## config.mk

```make
export PLATFORM = sky130hd
export DESIGN_NAME = sensor_reset_standby_control
export DESIGN_NICKNAME = d
export VERILOG_FILES = /design/src/rst_ctl_pkg.sv /design/src/sensor_reset_standby_control.sv
export SDC_FILE = /design/constraint.sdc
export NUM_CORES = 1
export LEC_CHECK = 0
export BUFFER_PORTS_ARGS = -buffer_cell sky130_fd_sc_hd__buf_2
export CAP_MARGIN = 0
export CORE_MARGIN = 2
export CORE_UTILIZATION = 44
export CTS_BUF_LIST = sky130_fd_sc_hd__clkbuf_4 sky130_fd_sc_hd__clkbuf_8
export DETAILED_ROUTE_END_ITERATION = 12
export PLACE_DENSITY = 0.87
export SYNTH_ARGS = -nofsm -noshare
export SYNTH_HDL_FRONTEND = slang
export SYNTH_SLANG_ARGS = --single-unit
```

## constraint.sdc

```tcl
create_clock -name clk -period 2.5 [get_ports clk]
set_clock_uncertainty 0.15 [all_clocks]
set_input_delay 0.125 -clock clk [delete_from_list [all_inputs] [get_ports clk]]
set_output_delay 0.125 -clock clk [all_outputs]
set_load 0.01 [all_outputs]
```

## src/rst_ctl_pkg.sv

```systemverilog
package rst_ctl_pkg;

  // register map: one 16-bit register on the plain port, index 0x0D
  localparam logic [7:0]  RESET_CTL_ADDR   = 8'h0D;
  localparam logic [15:0] RESET_CTL_RST    = 16'h0000;

  // field positions
  localparam int          ALT_ADDR_BIT     = 10;
  localparam int          AUTO_RESTART_BIT = 9;
  localparam int          PASS_BAD_BIT     = 8;
  localparam int          POLICY_HI_BIT    = 7;
  localparam int          POLICY_LO_BIT    = 6;
  localparam int          SUB_RST_BIT      = 5;
  localparam int          TRISTATE_BIT     = 4;
  // bits owned by this block; others read as zero
  localparam logic [15:0] OWNED_MASK       = 16'h07F0;

  // serial-bus address pairs (write/read)
  localparam logic [7:0]  ALT_ADDR_WR      = 8'h90;
  localparam logic [7:0]  ALT_ADDR_RD      = 8'h91;
  localparam logic [7:0]  DEF_ADDR_WR      = 8'hBA;
  localparam logic [7:0]  DEF_ADDR_RD      = 8'hBB;

  // standby pin policy codes
  localparam logic [1:0]  POL_STBY_A       = 2'h0;
  localparam logic [1:0]  POL_STBY_B       = 2'h1;
  localparam logic [1:0]  POL_HIZ_ONLY     = 2'h2;
  localparam logic [1:0]  POL_IGNORE       = 2'h3;

  // software register port
  typedef struct packed {
    logic [7:0]  addr;
    logic [15:0] wdata;
    logic        wr;
    logic        rd;
  } reg_req_type;

  // frame events from the sensor core timing
  typedef struct packed {
    logic frame_start;
    logic geom_change;
  } frame_evt_type;

  typedef enum logic [2:0] {
    ST_GOOD    = 3'b001,
    ST_BAD     = 3'b010,
    ST_RESTART = 3'b100
  } frame_state_type;

endpackage

```

## src/sensor_reset_standby_control.sv

```systemverilog
`timescale 1ns/1ps
// Contract
// - alt select answers at pair 0x90/0x91
// - alt select writes ignored during standby
// - auto restart forces restart on bad frame
// - auto restart waits integration, not frame
// - pass field 1 outputs all frames
// - pass field 0 suppresses bad frames
// - first frame after geometry change is bad
// - policy 00/01: standby plus high impedance
// - policy 10: high impedance only
// - policy 11: standby input ignored
// - subsystem reset field 1 holds subsystem
// - subsystem leaves reset on write 0
// - tristate field floats pixel outputs
// - tristate acts only with policy bit 6
module sensor_reset_standby_control
  import rst_ctl_pkg::*;
(
  input  wire logic          clk,            // 200 MHz master clock
  input  wire logic          srst,           // synchronous reset, active high
  input  wire reg_req_type   req,            // register port request
  output logic [15:0]        rdata,          // read data, cycle after read strobe
  input  wire logic          standby_in,     // external standby pin level
  input  wire frame_evt_type evt,            // frame start and setting-change pulses
  input  wire logic          integ_done,     // integration time elapsed after restart
  output logic [7:0]         bus_addr_wr,    // serial-bus write address
  output logic [7:0]         bus_addr_rd,    // serial-bus read address
  output logic               standby_active, // device in standby
  output logic               pins_oe_n,      // pixel pins enable, low while driven
  output logic               frame_restart,  // one-cycle restart request
  output logic               frame_out_en,   // current frame passed to output
  output logic               subsys_rst      // processor subsystem reset
);

  logic [15:0]     ctl_r;
  logic [1:0]      policy;
  logic            stby_req;
  logic            hiz_req;
  frame_state_type fstate_r;
  logic            bad_now;

  function automatic logic hit(input logic [7:0] a);
    hit = (a == RESET_CTL_ADDR);
  endfunction

  // control register write; fields apply on the next edge, no frame sync
  always_ff @(posedge clk)
  begin
    if (srst)
      ctl_r <= RESET_CTL_RST;
    else if (req.wr && hit(req.addr))
    begin
      ctl_r[AUTO_RESTART_BIT:TRISTATE_BIT] <= req.wdata[AUTO_RESTART_BIT:TRISTATE_BIT];
      if (!stby_req)
        ctl_r[ALT_ADDR_BIT] <= req.wdata[ALT_ADDR_BIT];
    end
  end

  // read port: one cycle latency; unmapped reads return zero
  always_ff @(posedge clk)
  begin
    if (srst)
      rdata <= 16'h0000;
    else if (req.rd && hit(req.addr))
      rdata <= ctl_r & OWNED_MASK;
    else
      rdata <= 16'h0000;
  end

  // address pair select
  assign bus_addr_wr = ctl_r[ALT_ADDR_BIT] ? ALT_ADDR_WR : DEF_ADDR_WR;
  assign bus_addr_rd = ctl_r[ALT_ADDR_BIT] ? ALT_ADDR_RD : DEF_ADDR_RD;

  // standby pin policy decode
  assign policy = ctl_r[POLICY_HI_BIT:POLICY_LO_BIT];
  always_comb
  begin
    stby_req = 1'b0;
    hiz_req  = 1'b0;
    case (policy)
      POL_STBY_A, POL_STBY_B:
      begin
        stby_req = standby_in;
        hiz_req  = standby_in;
      end
      POL_HIZ_ONLY: hiz_req = standby_in;
      default: ;
    endcase
  end

  assign standby_active = stby_req;
  // tristate field only gates pins when policy bit 6 is set
  assign pins_oe_n = hiz_req | (ctl_r[TRISTATE_BIT] & ctl_r[POLICY_LO_BIT]);
  assign subsys_rst = ctl_r[SUB_RST_BIT];

  // bad-frame tracking: a change marks the next frame bad
  logic pend_bad_r;
  always_ff @(posedge clk)
  begin
    if (srst)
      pend_bad_r <= 1'b0;
    else if (evt.geom_change)
      pend_bad_r <= 1'b1;
    else if (evt.frame_start)
      pend_bad_r <= 1'b0;
  end

  assign bad_now = evt.frame_start && (pend_bad_r || evt.geom_change);

  // frame state: restart shortens wait to one integration time
  always_ff @(posedge clk)
  begin
    if (srst)
      fstate_r <= ST_GOOD;
    else
    begin
      case (fstate_r)
        ST_GOOD, ST_BAD:
          if (evt.frame_start)
          begin
            if (!bad_now)
              fstate_r <= ST_GOOD;
            else if (ctl_r[AUTO_RESTART_BIT])
              fstate_r <= ST_RESTART;
            else
              fstate_r <= ST_BAD;
          end
        ST_RESTART:
          if (integ_done)
            fstate_r <= ST_GOOD;
        default: fstate_r <= ST_GOOD;
      endcase
    end
  end

  assign frame_restart = bad_now && ctl_r[AUTO_RESTART_BIT];
  assign frame_out_en  = ctl_r[PASS_BAD_BIT] || (fstate_r == ST_GOOD);

  // checks
  alt_addr_map_a: assert property (@(posedge clk) disable iff (srst)
    ctl_r[ALT_ADDR_BIT] |-> (bus_addr_wr == 8'h90 && bus_addr_rd == 8'h91))
    else $error("alt address pair wrong");
  alt_write_block_a: assert property (@(posedge clk) disable iff (srst)
    (req.wr && hit(req.addr) && stby_req) |=> $stable(ctl_r[ALT_ADDR_BIT]))
    else $error("alt select changed in standby");
  restart_force_a: assert property (@(posedge clk) disable iff (srst)
    (bad_now && ctl_r[AUTO_RESTART_BIT]) |-> frame_restart ##1 fstate_r == ST_RESTART)
    else $error("no restart on bad frame");
  restart_wait_a: assert property (@(posedge clk) disable iff (srst)
    (fstate_r == ST_RESTART && integ_done) |=> fstate_r == ST_GOOD)
    else $error("restart wait not integration");
  pass_all_a: assert property (@(posedge clk) disable iff (srst)
    ctl_r[PASS_BAD_BIT] |-> frame_out_en)
    else $error("frame blocked with pass set");
  suppress_bad_a: assert property (@(posedge clk) disable iff (srst)
    (!ctl_r[PASS_BAD_BIT] && fstate_r != ST_GOOD) |-> !frame_out_en)
    else $error("bad frame passed");
  bad_mark_a: assert property (@(posedge clk) disable iff (srst)
    (evt.geom_change && !evt.frame_start && !ctl_r[AUTO_RESTART_BIT])
      ##1 (evt.frame_start && !evt.geom_change && !ctl_r[AUTO_RESTART_BIT])
      |=> fstate_r == ST_BAD)
    else $error("frame after change not bad");
  stby_policy_a: assert property (@(posedge clk) disable iff (srst)
    (policy[1] == 1'b0 && standby_in) |-> (standby_active && pins_oe_n))
    else $error("standby policy 0x wrong");
  hiz_only_a: assert property (@(posedge clk) disable iff (srst)
    (policy == POL_HIZ_ONLY && standby_in) |-> (!standby_active && pins_oe_n))
    else $error("policy 10 wrong");
  ignore_stby_a: assert property (@(posedge clk) disable iff (srst)
    (policy == POL_IGNORE) |-> !standby_active)
    else $error("standby not ignored");
  subsys_hold_a: assert property (@(posedge clk) disable iff (srst)
    (req.wr && hit(req.addr) && req.wdata[SUB_RST_BIT]) |=> subsys_rst)
    else $error("subsystem not reset");
  subsys_exit_a: assert property (@(posedge clk) disable iff (srst)
    $fell(subsys_rst) |-> $past(req.wr && hit(req.addr) && !req.wdata[SUB_RST_BIT]))
    else $error("subsystem left reset unasked");
  tristate_gate_a: assert property (@(posedge clk) disable iff (srst)
    (!standby_in && !ctl_r[POLICY_LO_BIT]) |-> !pins_oe_n)
    else $error("tristate without bit 6");
  tristate_on_a: assert property (@(posedge clk) disable iff (srst)
    (ctl_r[TRISTATE_BIT] && ctl_r[POLICY_LO_BIT]) |-> pins_oe_n)
    else $error("tristate not applied");
  readback_a: assert property (@(posedge clk) disable iff (srst)
    (req.rd && hit(req.addr)) |=> rdata == ($past(ctl_r) & OWNED_MASK))
    else $error("readback mismatch");

  // read port side: the data word is zero outside the answer cycle, so a stale
  // value can never be mistaken for a fresh read
  rdata_idle_a: assert property (@(posedge clk) disable iff (srst)
    !(req.rd && hit(req.addr)) |=> rdata == 16'h0000)
    else $error("read data not idle");

  // bits outside this block's fields always read as zero
  reserved_zero_a: assert property (@(posedge clk) disable iff (srst)
    (rdata & ~OWNED_MASK) == 16'h0000)
    else $error("reserved bits not zero");

  // a written field lands on the next edge, no frame start needed
  field_write_a: assert property (@(posedge clk) disable iff (srst)
    (req.wr && hit(req.addr))
      |=> ctl_r[AUTO_RESTART_BIT:TRISTATE_BIT] == $past(req.wdata[AUTO_RESTART_BIT:TRISTATE_BIT]))
    else $error("field write lost");

  // without a write the register holds its value
  ctl_hold_a: assert property (@(posedge clk) disable iff (srst)
    !(req.wr && hit(req.addr)) |=> $stable(ctl_r))
    else $error("register changed unasked");

  // outside standby the alternate select follows the written bit
  alt_write_a: assert property (@(posedge clk) disable iff (srst)
    (req.wr && hit(req.addr) && !stby_req)
      |=> ctl_r[ALT_ADDR_BIT] == $past(req.wdata[ALT_ADDR_BIT]))
    else $error("alt select write lost");

  // with the select clear the default pair answers
  default_addr_a: assert property (@(posedge clk) disable iff (srst)
    !ctl_r[ALT_ADDR_BIT] |-> (bus_addr_wr == DEF_ADDR_WR && bus_addr_rd == DEF_ADDR_RD))
    else $error("default address pair wrong");

  // restart request is a pulse tied to a frame start
  restart_pulse_a: assert property (@(posedge clk) disable iff (srst)
    frame_restart |-> evt.frame_start)
    else $error("restart outside frame start");

  // restart only when auto restart is enabled
  restart_auto_a: assert property (@(posedge clk) disable iff (srst)
    frame_restart |-> ctl_r[AUTO_RESTART_BIT])
    else $error("restart without enable");

  // state register never holds an illegal code
  state_onehot_a: assert property (@(posedge clk) disable iff (srst)
    $onehot(fstate_r))
    else $error("frame state not one-hot");

  // the restart wait ends only on the integration pulse
  restart_hold_a: assert property (@(posedge clk) disable iff (srst)
    (fstate_r == ST_RESTART && !integ_done) |=> fstate_r == ST_RESTART)
    else $error("restart wait cut short");

  // a good frame is always shown
  good_pass_a: assert property (@(posedge clk) disable iff (srst)
    (fstate_r == ST_GOOD) |-> frame_out_en)
    else $error("good frame blocked");

  // a clean frame start outside the restart wait returns the state to good
  bad_clear_a: assert property (@(posedge clk) disable iff (srst)
    (evt.frame_start && !bad_now && fstate_r != ST_RESTART) |=> fstate_r == ST_GOOD)
    else $error("good frame marked bad");

  // good state holds until the next frame start
  good_stay_a: assert property (@(posedge clk) disable iff (srst)
    (fstate_r == ST_GOOD && !evt.frame_start) |=> fstate_r == ST_GOOD)
    else $error("good state left early");

  // a setting change always arms the bad-frame mark
  pend_set_a: assert property (@(posedge clk) disable iff (srst)
    evt.geom_change |=> pend_bad_r)
    else $error("change not remembered");

  // standby never entered while the pin is low
  stby_low_a: assert property (@(posedge clk) disable iff (srst)
    !standby_in |-> !standby_active)
    else $error("standby without pin");

  // standby always floats the outputs
  stby_oe_a: assert property (@(posedge clk) disable iff (srst)
    standby_active |-> pins_oe_n)
    else $error("standby with pins driven");

  // ignored pin leaves the outputs driven unless tristate is asked
  ignore_oe_a: assert property (@(posedge clk) disable iff (srst)
    (policy == POL_IGNORE && !ctl_r[TRISTATE_BIT]) |-> !pins_oe_n)
    else $error("pins floated with pin ignored");

  // subsystem stays in reset until a write clears it
  subsys_keep_a: assert property (@(posedge clk) disable iff (srst)
    (subsys_rst && !(req.wr && hit(req.addr))) |=> subsys_rst)
    else $error("subsystem left reset early");

  // no float request means the pins are driven
  oe_idle_a: assert property (@(posedge clk) disable iff (srst)
    (!hiz_req && !(ctl_r[TRISTATE_BIT] && ctl_r[POLICY_LO_BIT])) |-> !pins_oe_n)
    else $error("pins floated unasked");

  // main scenarios
  restart_seen_c: cover property (@(posedge clk) disable iff (srst) frame_restart);
  hiz_only_c: cover property (@(posedge clk) disable iff (srst)
    policy == POL_HIZ_ONLY && standby_in);
  alt_blocked_c: cover property (@(posedge clk) disable iff (srst)
    req.wr && hit(req.addr) && stby_req);
  // a bad frame shown because pass is set
  bad_shown_c: cover property (@(posedge clk) disable iff (srst)
    ctl_r[PASS_BAD_BIT] && fstate_r == ST_BAD);
  // subsystem held in reset
  subsys_held_c: cover property (@(posedge clk) disable iff (srst)
    subsys_rst);

endmodule // sensor_reset_standby_control

```

# Yosys cells after proc, flatten, opt, wreduce, memory -nomap -nowiden
# Cells that the tools add are included.
# word_totals
elab_cells,43
input_bits,32
reg_bits,27
out_inout_bits,37
# op_classes
muxes,11
reduce_logical,14
n_bitwise,4
n_eq_ne,8
# op_table
cell,count
two-way mux 3 bit,4
two-way mux 6 bit,2
"equality test 8 x 4 -> 1 bit, second input constant",1
case mux 3 bit (2 select lines),1
OR reduction 2 bit,3
logical AND 1 bit,4
two-way mux 1 bit,4
"inequality test 2 bit, second input constant",2
AND reduction 2 bit,2
"equality test 3 x 1 -> 1 bit, second input constant",1
"equality test 3 x 2 -> 1 bit, second input constant",1
"equality test 3 bit, second input constant",1
OR reduction 3 bit,1
"equality test 2 x 1 -> 1 bit, second input constant",1
"equality test 2 bit, second input constant",1
logical NOT 2 bit,1
logical OR 1 bit,2
inverter 1 bit,2
nonzero test 2 bit,1
AND 1 bit,1
OR 1 bit,1

# Depth between registers and ports, before layout
# depth
ltp_word,5
mapped_depth,4
depth_no_buf,3

# Worst setup path after synthesis
# OpenSTA, ideal clock, no wires.
# synth_path
path_type,input -> register
start,input req[23] (netlist name)
end,register ctl_r[4]
setup_slack_ps,1047
setup_ps,72
t_arrival_ps,1231
required_ps,2278
cell_stages,3
n_path_buf,0
cell_sequence,or4_4 -> nor3_4 -> mux2i_1
# synth_between
elab_chain_cells,2
# synth_rtl
item,line,text
"start, declared",sensor_reset_standby_control.sv:22,"input wire reg_req_type req,"
equality test 8 x 4 -> 1 bit,sensor_reset_standby_control.sv:44,hit = (a == RESET_CTL_ADDR);
logical AND 1 bit,sensor_reset_standby_control.sv:52,else if (req.wr && hit(req.addr))
"end signal, assigned by index",sensor_reset_standby_control.sv:54,ctl_r[AUTO_RESTART_BIT:TRISTATE_BIT] <= req.wdata[AUTO_RESTART_BIT:TRISTATE_BIT];
"end signal, assigned by index",sensor_reset_standby_control.sv:56,ctl_r[ALT_ADDR_BIT] <= req.wdata[ALT_ADDR_BIT];
"end, declared",sensor_reset_standby_control.sv:36,logic [15:0] ctl_r;
# Every way passes these cells.
# A chain may end at the register's enable or synchronous reset.

# Worst setup path in the final report
# layout_path
start,input evt[0] (netlist name)
end,output frame_restart
# layout_between
elab_chain_cells,3
# layout_rtl
item,line,text
"start, declared",sensor_reset_standby_control.sv:25,"input wire frame_evt_type evt,"
logical OR 1 bit,sensor_reset_standby_control.sv:109,assign bad_now = evt.frame_start && (pend_bad_r || evt.geom_change);
logical AND 1 bit,sensor_reset_standby_control.sv:109,
logical AND 1 bit,sensor_reset_standby_control.sv:137,assign frame_restart = bad_now && ctl_r[AUTO_RESTART_BIT];
"end, declared",sensor_reset_standby_control.sv:31,"output logic frame_restart,"
# Every way passes these cells.

==> metrics.txt <==
die width 50.2 um; vias in the first global route 729; Post-Syn Area per Cell 9.04 um^2; Die ar. 2520 um^2; post-CTS sizing 0; GRT Util Overall 15.6%; first-pass GRT wire length 2.86 mm; routed vias 799; WP data required 2230 ps; Clk network pwr share 32.7%; Mapped Cells 104; CTS Buffer Depth 2; TNS Setup 0 ps; largest net degree at the start of global routing 17; EDFF count, synth 0; CP startpoint kind primary input; layout overhead on the synthesized area 26.6%; period utilization 67.2%; Post-synth top flop dfxtp_1; clock sinks 18; antenna violations before repair 0; critical path type in2out; Setup-failing EPs final 0; fill count 175; adder-cell area share of the yosys netlist 0%; internal cell power 0.000413 W; Synthesis Warnings 0; maxcap violations 0; Antenna Nets Post-Route 0; input/output buffers 40; CTS H-tree lvls 1; vias per cell 4.51; Placer Congestion 0.789; Synth Area in Simple Gates 24.5%; nets 183; P_sw 0.000132 W; ys async rst share 0%; Num CTS Buffers 3; initial DRC count 13; DRC viols 0; Flop pwr share 53.8%; final WL 1.82 mm; CP Max Fanout 4; worst skew pair latency 290 ps; FF+latch count, synth 18; crit end category primary output; switching share of total power 24.2%; largest family of logic cells by synthesized area simple AND/OR/NAND/NOR gates; ranking of synthesized cells by area dfxtp_1, buf_4, mux2i_1, nand2_1, and2_1; grt total ovfl 0; Max VDD drop 0.000373 V; Cell Area, Synth 940 um^2; Post-DP Area 1050 um^2; Design Area, Final 1190 um^2; share of the synthesized area in the top cell type 38.3%; CTS tree done; WL/cell 10.3 um; Achievable Freq 595 MHz; Die Span Y 50.2 um; CORE AREA 1980 um^2; clock-pin slew on the worst setup and hold paths 100 ps; CP arrival 1410 ps; Gate power share 13.5%; Min Clock Period, post-route 1680 ps; PD cells 458 nW/um^2; count leader, synth buf_4; hold violation count in the final report 0; clock root buffer clkbuf_4; XOR/XNOR Fraction of Synth Area 0.932%; Initial Util 47.4%; leading area contributor after synthesis dfxtp_1; Post-DP HPWL 1.39 mm; unrepaired setup endpoints after global routing no; Worst Hold Class in2reg; status complete, no violations; Commonest cells post-synth buf_4, dfxtp_1, nand2_1; diode count 0; I/O pins 69; Yosys cell types 27; row count 16; share of layout cells above drive strength 1 34.0%; LEAKAGE 0.566 nW; post-synthesis mux area share 7.46%; sequential fraction of the synthesis area 38.3%; fin. max-slew vios 0; DRT Pass-1 Iters 4; compound-cell area share of the yosys netlist 6.39%
[per-stage QoR]
| step | instances | total power (W) | util [%] | setup WS [ps] | hold WS [ps] |
|---|---|---|---|---|---|
| final | 177 | 0.000545 | 60.0 | 819 | 61.4 |
| after global routing | 177 | 0.000570 | 60.0 | 764 | 69.8 |
| after CTS | 177 | 0.000550 | 60.0 | 911 | 53.0 |
| after detailed placement | 163 | 0.000361 | 53.2 | 861 | 214 |
| after global placement | 163 | 0.000358 | 53.2 | 890 | 196 |
| after floorplan | 121 | 0.000357 | - | 1050 | 44.1 |
[final cells by class]
cell class                 count  area (um^2)  share of cell area, %
sequential                    18          360                   30.3
inverter                       5         18.8                   1.58
timing repair buffer          50          300                   25.2
tap                           27         33.8                   2.84
clock buffer                   4         36.3                   3.05
multi-input combinational     73          440                   37.0
[kinds of logic (layout without fill, tap and decap cells)]
kind of cell / Yosys count / count (layout)
buf+inv: 30 / 59
compound gates: 9 / 9
flops: 18 / 18
simple gates: 37 / 37
other cells: 2 / 19
xor+xnor: 1 / 1
mux: 7 / 7
[worst paths after layout]
check	startpoint	end	slack, ps	depth (start not counted)
min reg2reg	ctl_r[10]	ctl_r[10]	330	2
min	integ_done	fstate_r[2]	60	4
max reg2reg	fstate_r[2]	fstate_r[2]	950	3
max	evt[0]	frame_restart	820	5
[state kept, by name, summed over array words and instances, names as in the netlist]
register,count
rdata,7
fstate_r,3
ctl_r,7
pend_bad_r,1
[layer usage]
layer / GRT usage, % / vias to the layer above / wire length, um
li1: - / 394 / -
met1: 14.3 / 348 / 668
met2: 28.1 / 46 / 902
met3: 4.17 / 11 / 151
met4: 13.4 / 0 / 94
met5: 0 / - / 0
[power by group through the flow]
stage | Clock (W) | Sequential [W] | Combinational (W)
after global placement | 0 | 0.000299 | 0.0000592
after CTS | 0.000183 | 0.000293 | 0.0000729
after floorplan | 0 | 0.000299 | 0.0000580
final | 0.000178 | 0.000293 | 0.0000738
after global routing | 0.000194 | 0.000294 | 0.0000821
after detailed placement | 0 | 0.000300 | 0.0000609
[what timing repair did]
action                                 CTS  global route
setup buffers                            0             0
endpoints found under the hold margin   10             0
hold buffers                            10             0
[placed cells by master, fill, tap and decap left out, types with 2 or more instances in the layout]
cell	count
a21oi_1	3
dfxtp_1	18
nand2_1	15
conb_1	19
nor2_1	3
buf_2	40
mux2i_1	7
inv_1	5
or3b_2	2
clkbuf_4	3
dlygate4sd3_1	10
and2_1	7
o21ai_0	2
[critical path: stages]
cell           delay [ps]
dlygate4sd3_1         550
buf_2                 130
o21ai_0               320
nor2_1                110
buf_2                 160
No activity file was read; power rests on OpenSTA's default activity.
